==> config.mk <==
export PLATFORM = sky130hd
export DESIGN_NAME = opfs_top
export DESIGN_NICKNAME = d
export VERILOG_FILES = /design/src/opfs_top.v /design/src/opfs_tbl.v
export VERILOG_INCLUDE_DIRS = /design/src
export SDC_FILE = /design/constraint.sdc
export NUM_CORES = 2
export LEC_CHECK = 0
export BUFFER_PORTS_ARGS = -buffer_cell sky130_fd_sc_hd__buf_4
export CORE_ASPECT_RATIO = 2
export CORE_MARGIN = 1.5
export CORE_UTILIZATION = 35
export CTS_BUF_LIST = sky130_fd_sc_hd__clkbuf_8
export DETAILED_ROUTE_END_ITERATION = 10
export PLACE_DENSITY = 0.52
export SLEW_MARGIN = 20
export SYNTH_ARGS = -nofsm -noshare
export SYNTH_HDL_FRONTEND = slang
export SYNTH_SLANG_ARGS = --single-unit
==> constraint.sdc <==
create_clock -name core_clk_i -period 5.9 [get_ports core_clk_i]
set_clock_uncertainty 0.1 [all_clocks]
set_input_delay 1.18 -clock core_clk_i [delete_from_list [all_inputs] [get_ports core_clk_i]]
set_output_delay 1.18 -clock core_clk_i [all_outputs]
set_load 0.02 [all_outputs]
==> src/opfs_regs.vh <==
`ifndef OPFS_REGS_VH
`define OPFS_REGS_VH

// register byte offsets (apb, 32-bit aligned words)
`define OPFS_A_INSTR 8'h00
`define OPFS_A_INSTR2 8'h04
`define OPFS_A_TPTR 8'h08
`define OPFS_A_TBLLAT 8'h0C
`define OPFS_A_PROD 8'h10
`define OPFS_A_WACC 8'h14
`define OPFS_A_BANK 8'h18
`define OPFS_A_PC 8'h1C
`define OPFS_A_EADDR 8'h20
`define OPFS_A_SHADOW 8'h24
`define OPFS_A_STACK 8'h28
`define OPFS_A_FSR0 8'h2C
`define OPFS_A_FSR1 8'h30
`define OPFS_A_FSR2 8'h34

// field positions
`define OPFS_F_PHI_MSB 15
`define OPFS_F_PHI_LSB 8
`define OPFS_F_SRC_LSB 0
`define OPFS_F_DST_LSB 16

// pointer access modes
`define OPFS_MODE_KEEP 2'b00
`define OPFS_MODE_POSTINC 2'b01
`define OPFS_MODE_POSTDEC 2'b10
`define OPFS_MODE_PREINC 2'b11

// reset values
`define OPFS_RST_PTR 21'h000000
`define OPFS_RST_PC 21'h000000
`define OPFS_RST_BYTE 8'h00
`define OPFS_RST_BANK 4'h0
`define OPFS_RST_ADDR 12'h000

// lowest access-bank address that maps to the upper special-function area
`define OPFS_ACCESS_SPLIT 8'h60
`define OPFS_ACCESS_HIGH 4'hF

// timing: slave answers one cycle into the access phase
`define OPFS_WAIT_CYCLES 1

`endif

==> src/opfs_top.v <==
// What this block does
// - table read/write mode picks none, post-increment, post-decrement or pre-increment of pointer.
// - table pointer is 21 bits into program memory; table latch holds 8 bits.
// - fast bit set saves shadows on call, restores on return; clear leaves shadows alone.
// - relative branch offset is signed displacement; call, goto, return use absolute targets.
// - literals of 8, 12 or 20 bits serve as constant data or target address.
// - indexed moves take a 7-bit source offset from the index register; destination is a 12-bit address or a second 7-bit offset.
// - don't-care instruction bits are ignored; code producers should write them as zero.
// - multiply result lands in separate high and low product bytes.
// - access bit 0 uses access RAM ignoring bank; access bit 1 uses bank selector.
//
// Decided for this implementation: the APB interface to the registers and the register offsets.
`timescale 1ns/100ps
`include "opfs_regs.vh"
module opfs_top #(
	parameter PTR_W = 21,
	parameter MEM_AW = 8
) (
	input wire core_clk_i,
	input wire rst_i,
	input wire psel_i,
	input wire penable_i,
	input wire pwrite_i,
	input wire [7:0] paddr_i,
	input wire [31:0] pwdata_i,
	output reg [31:0] prdata_o,
	output reg pready_o,
	output reg pslverr_o
);
	reg [15:0] instr2_q;
	reg [7:0] wacc_q;
	reg [3:0] bank_q;
	reg [20:0] pc_q;
	reg [20:0] stack_q;
	reg [7:0] product_high_byte_q;
	reg [7:0] product_low_byte_q;
	reg [7:0] shadow_wacc_q;
	reg [3:0] shadow_bank_q;
	reg [11:0] eaddr_q;
	reg [11:0] src_addr_q;
	reg [11:0] dst_addr_q;
	reg [11:0] fsr_q [0:2];
	reg [31:0] rdata_d;
	reg hit_d;
	integer i;

	wire [PTR_W-1:0] table_pointer;
	wire [7:0] table_latch_byte;

	// first access cycle: the answer and any read data are prepared here
	wire acc_phase = psel_i && penable_i && !pready_o;
	// the write takes effect only at the edge where pready is seen high
	wire wr_en = psel_i && penable_i && pready_o && pwrite_i;
	wire exec = wr_en && (paddr_i == `OPFS_A_INSTR);
	wire [15:0] iw = pwdata_i[15:0];
	wire [1:0] pointer_access_mode = iw[1:0];
	wire tbl_rd = exec && (iw[15:2] == 14'h0002);
	wire tbl_wr = exec && (iw[15:2] == 14'h0003);
	wire [15:0] mul_res = wacc_q * iw[7:0];
	wire [20:0] pc_next = pc_q + 21'h000002;
	wire [20:0] pc_next2 = pc_q + 21'h000004;
	wire [20:0] abs_target = {instr2_q[11:0], iw[7:0], 1'b0};
	wire [11:0] fsr2 = fsr_q[2];

	// signed word displacement turned into a byte offset
	function [20:0] opfs_sext;
		input [10:0] n;
		begin
			opfs_sext = {{9{n[10]}}, n, 1'b0};
		end
	endfunction

	// access bank splits between low general RAM and the high special area
	function [11:0] opfs_daddr;
		input a;
		input [7:0] f;
		input [3:0] bank;
		begin
			if (a) begin
				opfs_daddr = {bank, f};
			end else if (f < `OPFS_ACCESS_SPLIT) begin
				opfs_daddr = {4'h0, f};
			end else begin
				opfs_daddr = {`OPFS_ACCESS_HIGH, f};
			end
		end
	endfunction

	opfs_tbl #(
		.PTR_W(PTR_W),
		.MEM_AW(MEM_AW)
	) u_tbl (
		.core_clk_i(core_clk_i),
		.rst_i(rst_i),
		.ptr_load_i(wr_en && (paddr_i == `OPFS_A_TPTR)),
		.ptr_data_i(pwdata_i[PTR_W-1:0]),
		.lat_load_i(wr_en && (paddr_i == `OPFS_A_TBLLAT)),
		.lat_data_i(pwdata_i[7:0]),
		.rd_i(tbl_rd),
		.wr_i(tbl_wr),
		.mode_i(pointer_access_mode),
		.ptr_o(table_pointer),
		.lat_o(table_latch_byte)
	);

	always @* begin
		rdata_d = 32'h00000000;
		hit_d = 1'b1;
		case (paddr_i)
			`OPFS_A_INSTR: rdata_d = 32'h00000000;
			`OPFS_A_INSTR2: rdata_d = {16'h0000, instr2_q};
			`OPFS_A_TPTR: rdata_d = {{(32-PTR_W){1'b0}}, table_pointer};
			`OPFS_A_TBLLAT: rdata_d = {24'h000000, table_latch_byte};
			`OPFS_A_PROD: rdata_d = {16'h0000, product_high_byte_q, product_low_byte_q};
			`OPFS_A_WACC: rdata_d = {24'h000000, wacc_q};
			`OPFS_A_BANK: rdata_d = {28'h0000000, bank_q};
			`OPFS_A_PC: rdata_d = {11'h000, pc_q};
			`OPFS_A_EADDR: rdata_d = {4'h0, dst_addr_q, 4'h0, src_addr_q};
			`OPFS_A_SHADOW: rdata_d = {20'h00000, shadow_bank_q, shadow_wacc_q};
			`OPFS_A_STACK: rdata_d = {11'h000, stack_q};
			`OPFS_A_FSR0: rdata_d = {20'h00000, fsr_q[0]};
			`OPFS_A_FSR1: rdata_d = {20'h00000, fsr_q[1]};
			`OPFS_A_FSR2: rdata_d = {4'h0, eaddr_q, 4'h0, fsr2};
			default: hit_d = 1'b0;
		endcase
	end

	// apb slave: one wait state, error on unmapped offsets
	always @(posedge core_clk_i) begin
		if (rst_i) begin
			pready_o <= 1'b0;
			pslverr_o <= 1'b0;
			prdata_o <= 32'h00000000;
		end else begin
			pready_o <= acc_phase;
			pslverr_o <= acc_phase && !hit_d;
			if (acc_phase && !pwrite_i) begin
				prdata_o <= rdata_d;
			end
		end
	end

	always @(posedge core_clk_i) begin
		if (rst_i) begin
			instr2_q <= 16'h0000;
			wacc_q <= `OPFS_RST_BYTE;
			bank_q <= `OPFS_RST_BANK;
			pc_q <= `OPFS_RST_PC;
			stack_q <= `OPFS_RST_PC;
			product_high_byte_q <= `OPFS_RST_BYTE;
			product_low_byte_q <= `OPFS_RST_BYTE;
			shadow_wacc_q <= `OPFS_RST_BYTE;
			shadow_bank_q <= `OPFS_RST_BANK;
			eaddr_q <= `OPFS_RST_ADDR;
			src_addr_q <= `OPFS_RST_ADDR;
			dst_addr_q <= `OPFS_RST_ADDR;
			for (i = 0; i < 3; i = i + 1) begin
				fsr_q[i] <= `OPFS_RST_ADDR;
			end
		end else if (wr_en) begin
			case (paddr_i)
				`OPFS_A_INSTR2: instr2_q <= pwdata_i[15:0];
				`OPFS_A_WACC: wacc_q <= pwdata_i[7:0];
				`OPFS_A_BANK: bank_q <= pwdata_i[3:0];
				`OPFS_A_PC: pc_q <= pwdata_i[20:0];
				`OPFS_A_FSR0: fsr_q[0] <= pwdata_i[11:0];
				`OPFS_A_FSR1: fsr_q[1] <= pwdata_i[11:0];
				`OPFS_A_FSR2: fsr_q[2] <= pwdata_i[11:0];
				`OPFS_A_INSTR: begin
					pc_q <= pc_next;
					// unlisted bit positions are '?' so their value never matters
					casez (iw)
						16'b1101_0???_????_????: begin
							pc_q <= pc_next + opfs_sext(iw[10:0]);
						end
						16'b1101_1???_????_????: begin
							stack_q <= pc_next;
							pc_q <= pc_next + opfs_sext(iw[10:0]);
						end
						16'b1110_110?_????_????: begin
							stack_q <= pc_next2;
							pc_q <= abs_target;
							if (iw[8]) begin
								shadow_wacc_q <= wacc_q;
								shadow_bank_q <= bank_q;
							end
						end
						16'b1110_1111_????_????: begin
							pc_q <= abs_target;
						end
						16'b0000_0000_0001_001?: begin
							pc_q <= stack_q;
							if (iw[0]) begin
								wacc_q <= shadow_wacc_q;
								bank_q <= shadow_bank_q;
							end
						end
						16'b0000_1110_????_????: begin
							wacc_q <= iw[7:0];
						end
						16'b0000_1101_????_????: begin
							product_high_byte_q <= mul_res[`OPFS_F_PHI_MSB:`OPFS_F_PHI_LSB];
							product_low_byte_q <= mul_res[7:0];
						end
						16'b0000_0001_????_????: begin
							bank_q <= iw[3:0];
						end
						16'b1110_1110_00??_????: begin
							pc_q <= pc_next2;
							if (iw[5:4] != 2'b11) begin
								fsr_q[iw[5:4]] <= {iw[3:0], instr2_q[7:0]};
							end
						end
						16'b1110_1011_0???_????: begin
							pc_q <= pc_next2;
							src_addr_q <= fsr2 + {5'h00, iw[6:0]};
							dst_addr_q <= instr2_q[11:0];
						end
						16'b1110_1011_1???_????: begin
							pc_q <= pc_next2;
							src_addr_q <= fsr2 + {5'h00, iw[6:0]};
							dst_addr_q <= fsr2 + {5'h00, instr2_q[6:0]};
						end
						16'b0000_001?_????_????,
						16'b0001_????_????_????,
						16'b0010_????_????_????,
						16'b0011_????_????_????,
						16'b0100_????_????_????,
						16'b0101_????_????_????,
						16'b0110_????_????_????,
						16'b10??_????_????_????: begin
							eaddr_q <= opfs_daddr(iw[8], iw[7:0], bank_q);
						end
						default: begin
							pc_q <= pc_next;
						end
					endcase
				end
				default: begin
					pc_q <= pc_q;
				end
			endcase
		end
	end
endmodule

==> src/opfs_tbl.v <==
`timescale 1ns/100ps
module opfs_tbl #(
	parameter PTR_W = 21,
	parameter MEM_AW = 8
) (
	input wire core_clk_i,
	input wire rst_i,
	input wire ptr_load_i,
	input wire [PTR_W-1:0] ptr_data_i,
	input wire lat_load_i,
	input wire [7:0] lat_data_i,
	input wire rd_i,
	input wire wr_i,
	input wire [1:0] mode_i,
	output reg [PTR_W-1:0] ptr_o,
	output reg [7:0] lat_o
);
	localparam [PTR_W-1:0] ONE = {{(PTR_W-1){1'b0}}, 1'b1};
	reg [7:0] mem_q [0:(1<<MEM_AW)-1];
	wire [PTR_W-1:0] ptr_inc = ptr_o + ONE;
	wire [PTR_W-1:0] ptr_dec = ptr_o - ONE;
	// pre-increment moves first and then touches the new location
	wire [PTR_W-1:0] acc_addr = (mode_i == `OPFS_MODE_PREINC) ? ptr_inc : ptr_o;
	wire [MEM_AW-1:0] mem_idx = acc_addr[MEM_AW-1:0];

	// program memory image is modelled only in its low MEM_AW address bits
	always @(posedge core_clk_i) begin
		if (wr_i) begin
			mem_q[mem_idx] <= lat_o;
		end
	end

	always @(posedge core_clk_i) begin
		if (rst_i) begin
			ptr_o <= `OPFS_RST_PTR;
			lat_o <= `OPFS_RST_BYTE;
		end else begin
			if (rd_i) begin
				lat_o <= mem_q[mem_idx];
			end else if (lat_load_i) begin
				lat_o <= lat_data_i;
			end
			if (rd_i || wr_i) begin
				case (mode_i)
					`OPFS_MODE_KEEP: ptr_o <= ptr_o;
					`OPFS_MODE_POSTINC: ptr_o <= ptr_inc;
					`OPFS_MODE_POSTDEC: ptr_o <= ptr_dec;
					`OPFS_MODE_PREINC: ptr_o <= ptr_inc;
					default: ptr_o <= ptr_o;
				endcase
			end else if (ptr_load_i) begin
				ptr_o <= ptr_data_i;
			end
		end
	end
endmodule

======== After elaboration in Yosys (flattened, before gate mapping) ========
Memories as Yosys holds them, arrays and structs flattened.
Index checks and enable logic that the tools add are counted.
cells by class
  $add $sub $neg .......................... 7
  multipliers ............................. 1
  $lt $le $gt $ge ......................... 1
  equality and inequality tests ........... 42
  mux-type cells .......................... 48
  bitwise operators ....................... 3
  reduce and logical (&&, ||, !) cells .... 43
operators by type and width
  cell                                                number
  case mux 28 bit (13 select lines)                   1
  case mux 21 bit (2 select lines)                    3
  case mux 21 bit (4 select lines)                    1
  2-to-1 mux 12 bit                                   6
  == test 8 x 6 -> 1 bit, second input constant       6
  2-to-1 mux 21 bit                                   2
  == test 8 x 4 -> 1 bit, second input constant       4
  == test 8 x 5 -> 1 bit, second input constant       4
  2-to-1 mux 8 bit                                    4
  case mux 8 bit (2 select lines)                     2
  == test 14 x 2 -> 1 bit, second input constant      2
  adder 12 x 7 -> 12 bit                              2
  2-to-1 mux 1 bit                                    24
  case mux 12 bit (2 select lines)                    1
  adder 21 x 1 -> 21 bit, second input constant       1
  adder 21 x 2 -> 21 bit, second input constant       1
  adder 21 bit                                        1
  adder 21 x 3 -> 21 bit, second input constant       1
  subtractor 21 x 1 -> 21 bit, second input constant  1
  == test 9 bit, second input constant                2
  multiplier 8 x 8 -> 16 bit                          1
  case mux 4 bit (2 select lines)                     2
  == test 15 x 4 -> 1 bit, second input constant      1
  AND reduction 3 bit                                 5
  other kinds (32)                                    67
word-level totals
  bits in registers ....................... 197
  memory bits (writable) .................. 2084
  input bits .............................. 45
  memories ................................ 2
memory list
  memory       depth  bits a word  rd ports  clocked after Yosys merged registers in  wr ports  line           source
  u_tbl.mem_q  256    8            1         0                                        1         opfs_tbl.v:19  reg [7:0] mem_q [0:(1<<MEM_AW)-1];
  fsr_q        3      12           3         0                                        3         opfs_top.v:42  reg [11:0] fsr_q [0:2];

======== Depth between registers and ports, before layout ========
  depth after elaboration ................. 9
  depth in mapped cells ................... 23
  mapped depth without buffers ............ 18

======== Cells and area by module ========
Synthesis repeated with hierarchy kept, for this count alone.
unflattened totals
  cell total of the unflattened synthesis .. 7996
  area total of the unflattened synthesis .. 109037.1 µm²
by module, submodules not included
  module    times used  cells each  area an instance (µm²)  seq. area each (µm²)
  opfs_tbl  1           6292        94697.1                 62079.5
  opfs_top  1           1704        14340.0                 4364.2

======== Worst setup path before layout ========
No wires, ideal clock.
  path kind ............................... in2reg
  start point ............................. input pwdata_i[2]
  end point ............................... register product_high_byte_q[7]
  library setup time ...................... 0.086 ns
  arrival ................................. 5.562 ns
  required time ........................... 5.714 ns
  path slack .............................. 0.152 ns
  stages on the path ...................... 20
  path buffers ............................ 3
  cell sequence ........................... clkbuf_1 > clkbuf_1 > clkbuf_1 > nand2_1 > fa_1 > fa_1 > inv_1 > fa_1 > inv_1 > fa_1 > inv_1 > ha_1 > inv_1 > a21oi_1 > o21ai_0 > a21oi_1 > o2111ai_1 > a31oi_1 > xnor2_1 > a211oi_1
between the ends
  cells in the longest elaborated chain, start to end .. 1
RTL lines
  item                        line            source
  start: declaration          opfs_top.v:25   input wire [31:0] pwdata_i,
  multiplier 8 x 8 -> 16 bit  opfs_top.v:59   wire [15:0] mul_res = wacc_q * iw[7:0];
  end signal: assignment      opfs_top.v:150  product_high_byte_q <= `OPFS_RST_BYTE;
  end signal: assignment      opfs_top.v:202  product_high_byte_q <= mul_res[`OPFS_F_PHI_MSB:`OPFS_F_PHI_LSB];
  end: declaration            opfs_top.v:35   reg [7:0] product_high_byte_q;
No other way between the ends.
A chain may end at the register's enable or synchronous reset.

======== Worst setup path in the final report ========
  start point ............................. register u_tbl.ptr_o[0]
  end point ............................... register u_tbl.lat_o[5]
between the ends
  cells in the longest elaborated chain, start to end .. 4
RTL lines
  item                         line           source
  start: declaration           opfs_tbl.v:15  output reg [PTR_W-1:0] ptr_o,
  start signal: assignment     opfs_tbl.v:35  ptr_o <= `OPFS_RST_PTR;
  start signal: assignment     opfs_tbl.v:45  `OPFS_MODE_KEEP: ptr_o <= ptr_o;
  start signal: assignment     opfs_tbl.v:46  `OPFS_MODE_POSTINC: ptr_o <= ptr_inc;
  adder 21 x 1 -> 21 bit       opfs_tbl.v:20  wire [PTR_W-1:0] ptr_inc = ptr_o + ONE;
  2-to-1 mux 8 bit *           opfs_tbl.v:23  wire [PTR_W-1:0] acc_addr = (mode_i == `OPFS_MODE_PREINC) ? ptr_inc : ptr_o;
  memory read (256 x 8 bit) *  -
  2-to-1 mux 8 bit *           opfs_tbl.v:38  if (rd_i) begin
  end signal: assignment       opfs_tbl.v:36  lat_o <= `OPFS_RST_BYTE;
  end signal: assignment       opfs_tbl.v:39  lat_o <= mem_q[mem_idx];
  end signal: assignment       opfs_tbl.v:41  lat_o <= lat_data_i;
  end: declaration             opfs_tbl.v:16  output reg [7:0] lat_o
Mark *: on every way between the ends. The rest lies on a longest branch, timed or not.

==> flow_metrics.env <==
export IMPL_grt_pass1_wl_mm=525.2
export IMPL_synth_largest_area_cell="edfxtp_1"
export IMPL_p_leak_uw=0.04025
export IMPL_multi_input_area_mm2=0.02711
export IMPL_status="finished, final reports clean"
export IMPL_startpoint_type="flip-flop"
export IMPL_cts_tree="built"
export IMPL_ys_top_cells_by_area="edfxtp_1 (65%), dfxtp_1 (4.0%), nand2_1 (3.5%)"
export IMPL_cp_end_kind="flip-flop"
export IMPL_postCtsSetupBuffers=0
export IMPL_critPathRequiredTime_ns=6.69
export IMPL_antenna_found_initial=17
export IMPL_ant_nets=0
export IMPL_clock_latency_ns=1.03
export IMPL_synth_edf_count=2084
export IMPL_max_freq_ghz=0.1908
export IMPL_worstSetupPathType="reg -> reg"
export IMPL_ys_seq_elements=2277
export IMPL_clk_pin_slew_worst_paths_ns=0.07
export IMPL_crit_fanout=28
export IMPL_finalHoldViolCount=0
export IMPL_cts_path_max_buffers=4
export IMPL_synth_top_cell_area_share_pct=64.98
export IMPL_arrival_ns=6.03
export IMPL_dp_hpwl_mm=256.4
export IMPL_worst_pin_slew_ns=1.178
export IMPL_core_area_mm2=0.2740
export IMPL_synth_cell_types=97
export IMPL_timing_final_crit_share_pct=88.85
export IMPL_portBuffers=63
export IMPL_row_count=272
export IMPL_dieArea_mm2=0.2785
export IMPL_routed_wirelength_mm=380.5
export IMPL_vias=67850
export IMPL_root_buffer="clkbuf_8"
export IMPL_cts_resized=0
export IMPL_netlist_instances=7137
export IMPL_first_global_vias=68050
export IMPL_grt_usage_pct=26.71
export IMPL_overflow=0
export IMPL_fillCellCount=25700
export IMPL_post_drt_via_cell_ratio=5.909
export IMPL_grt_max_degree=159
export IMPL_fin_crit_ns=5.242
export IMPL_setup_viol=0
export IMPL_io_pins=79
export IMPL_cts_htree_levels=5
export IMPL_nets=7830
export IMPL_gp_congestion=1.043
export IMPL_synth_seq_area_share_pct=68.99
export IMPL_hold_path_class="reg -> reg"
export IMPL_die_w_um=373.9
export IMPL_p_per_area_mw_per_mm2=270.3
export IMPL_cts_buffers=320
export IMPL_syn_cell_area_mm2=0.09631
export IMPL_max_slew_margin_pct=19.23
export IMPL_drv_cap=0
export IMPL_layout_drive_gt1_share_pct=16.96
export IMPL_post_synth_cell_area_avg_um2=13.49
export IMPL_drc=0
export IMPL_power_uw=29890
export IMPL_grt_setup_unrepaired="false"
export IMPL_ys_flop_type="edfxtp_1"
export IMPL_start_util_pct=35.15
export IMPL_yosys_warnings=0
export IMPL_drtPass1Iterations=6
export IMPL_peakVddDrop_uv=156.5
export IMPL_cts_hold_fix_buffers=0
export IMPL_syn_to_final_growth_pct=14.82
export IMPL_cts_sinks=2277
export IMPL_fp_dieH_um=744.8
export IMPL_finalMaxSlewViolations=0
export IMPL_seq_area_mm2=0.06648
export IMPL_drtIter0Drc=7403
export IMPL_finalSetupTns_ns=0
export IMPL_drt_wirelength_per_cell_um=33.14
export IMPL_synthArstFlopShare_pct=0
## logic make-up after synthesis
logic type | share of synthesized area, %
compound gates | 12.73
simple gates | 9.168
buf+inv | 3.113
fa+ha+maj | 1.785
xor+xnor | 0.6821
flops | 68.99
other cells | 0.003894
mux | 3.525
## worst max-delay path: stages, from the launching register on
cell and delay, ns:
dfxtp_1 0.32, inv_1 0.05, buf_4 0.25, ha_2 0.52, nand4b_1 0.28, buf_4 0.26, and2_4 0.32, buf_12 0.21
buf_4 0.25, o22ai_1 0.22, a311oi_1 0.08, o21ai_0 0.73, a41o_1 0.37, o2111ai_1 0.21, a2111oi_0 0.60, buf_4 0.23
a21oi_1 0.06
## worst paths after layout
path,slack (ns),from,depth (start not counted),endpoint
setup / recovery,0.66,u_tbl.ptr_o[0]$_SDFFE_PP0P_,16,u_tbl.lat_o[5]$_SDFFE_PP0P_
hold / removal,0.35,src_addr_q[5]$_SDFFE_PP0P_,2,src_addr_q[5]$_SDFFE_PP0P_
setup reg to reg,0.66,u_tbl.ptr_o[0]$_SDFFE_PP0P_,16,u_tbl.lat_o[5]$_SDFFE_PP0P_
hold reg to reg,0.35,src_addr_q[5]$_SDFFE_PP0P_,2,src_addr_q[5]$_SDFFE_PP0P_
## through the flow
step	instance area, µm²	hold WS [ns]	utilization, %	instances	setup WS, ns
after global placement	104800	0.3422	38.25	10910	0.3081
after detailed placement	104800	0.3460	38.25	10910	0.3853
after global routing	110600	0.3763	40.36	11480	0.6407
after floorplan	96320	0.3313	-	7140	0.1524
final	110600	0.3538	40.36	11480	0.6576
after CTS	110500	0.3400	40.34	11470	0.8803
## where the power goes
group,total [µW],internal [µW],switching [µW]
Clock,11700,5480,6250
Combinational,811,261,551
Sequential,17400,17300,12.7
Total,29900,23100,6810
## sequential cells by signal, indices dropped and copies added, names as in the netlist, 4 cells and up
name,cells
dst_addr_q,12
product_low_byte_q,8
shadow_bank_q,4
u_tbl.mem_q,2048
u_tbl.ptr_o,21
bank_q,4
product_high_byte_q,8
pc_q,21
shadow_wacc_q,8
prdata_o,28
eaddr_q,12
stack_q,21
instr2_q,16
src_addr_q,12
wacc_q,8
fsr_q,36
u_tbl.lat_o,8
## Yosys cell counts, types with 39 or more instances
cell type,n
o221ai_1,99
nand2_1,901
inv_1,86
xnor2_1,44
dfxtp_1,193
nand3_1,114
edfxtp_1,2084
a31oi_1,79
and2_1,62
nor2_1,555
a22o_1,47
o22ai_1,418
o21ai_0,237
ha_1,75
clkbuf_1,267
mux2i_1,158
fa_1,39
and3_1,83
buf_2,174
a311oi_1,176
a211oi_1,94
a221oi_1,56
a21oi_1,249
mux4_2,70
buf_4,57
nor3_1,127
## routing by layer
metal | wire length [µm] | vias up | GRT usage (%)
met3 | 23420 | 1248 | 4.468
met2 | 192500 | 3352 | 47.29
met5 | 62 | - | 0
met4 | 44720 | 8 | 26.69
met1 | 119900 | 34380 | 25.87
li1 | - | 28860 | -
## area by class of cell
class,instances,area share (%)
clock buffer,326,4.058
tap,3562,4.030
sequential,2277,60.11
antenna,11,0.02489
clock inverter,234,1.108
inverter,86,0.2919
timing repair buffer,758,5.855
multi-input combinational,4228,24.52
## cells in the final DEF (no fill, tap or decap), types with 74 or more instances in the layout
| cell type | instances |
|---|---|
| a211oi_1 | 94 |
| a21oi_1 | 246 |
| a311oi_1 | 176 |
| a31oi_1 | 77 |
| and3_1 | 83 |
| buf_4 | 694 |
| clkbuf_8 | 326 |
| clkinv_1 | 77 |
| dfxtp_1 | 184 |
| edfxtp_1 | 2084 |
| ha_1 | 74 |
| inv_1 | 172 |
| mux2i_1 | 157 |
| nand2_1 | 898 |
| nand3_1 | 114 |
| nor2_1 | 544 |
| nor3_1 | 119 |
| o21ai_0 | 236 |
| o221ai_1 | 97 |
| o22ai_1 | 418 |
No activity file was read; power rests on OpenSTA's default activity.
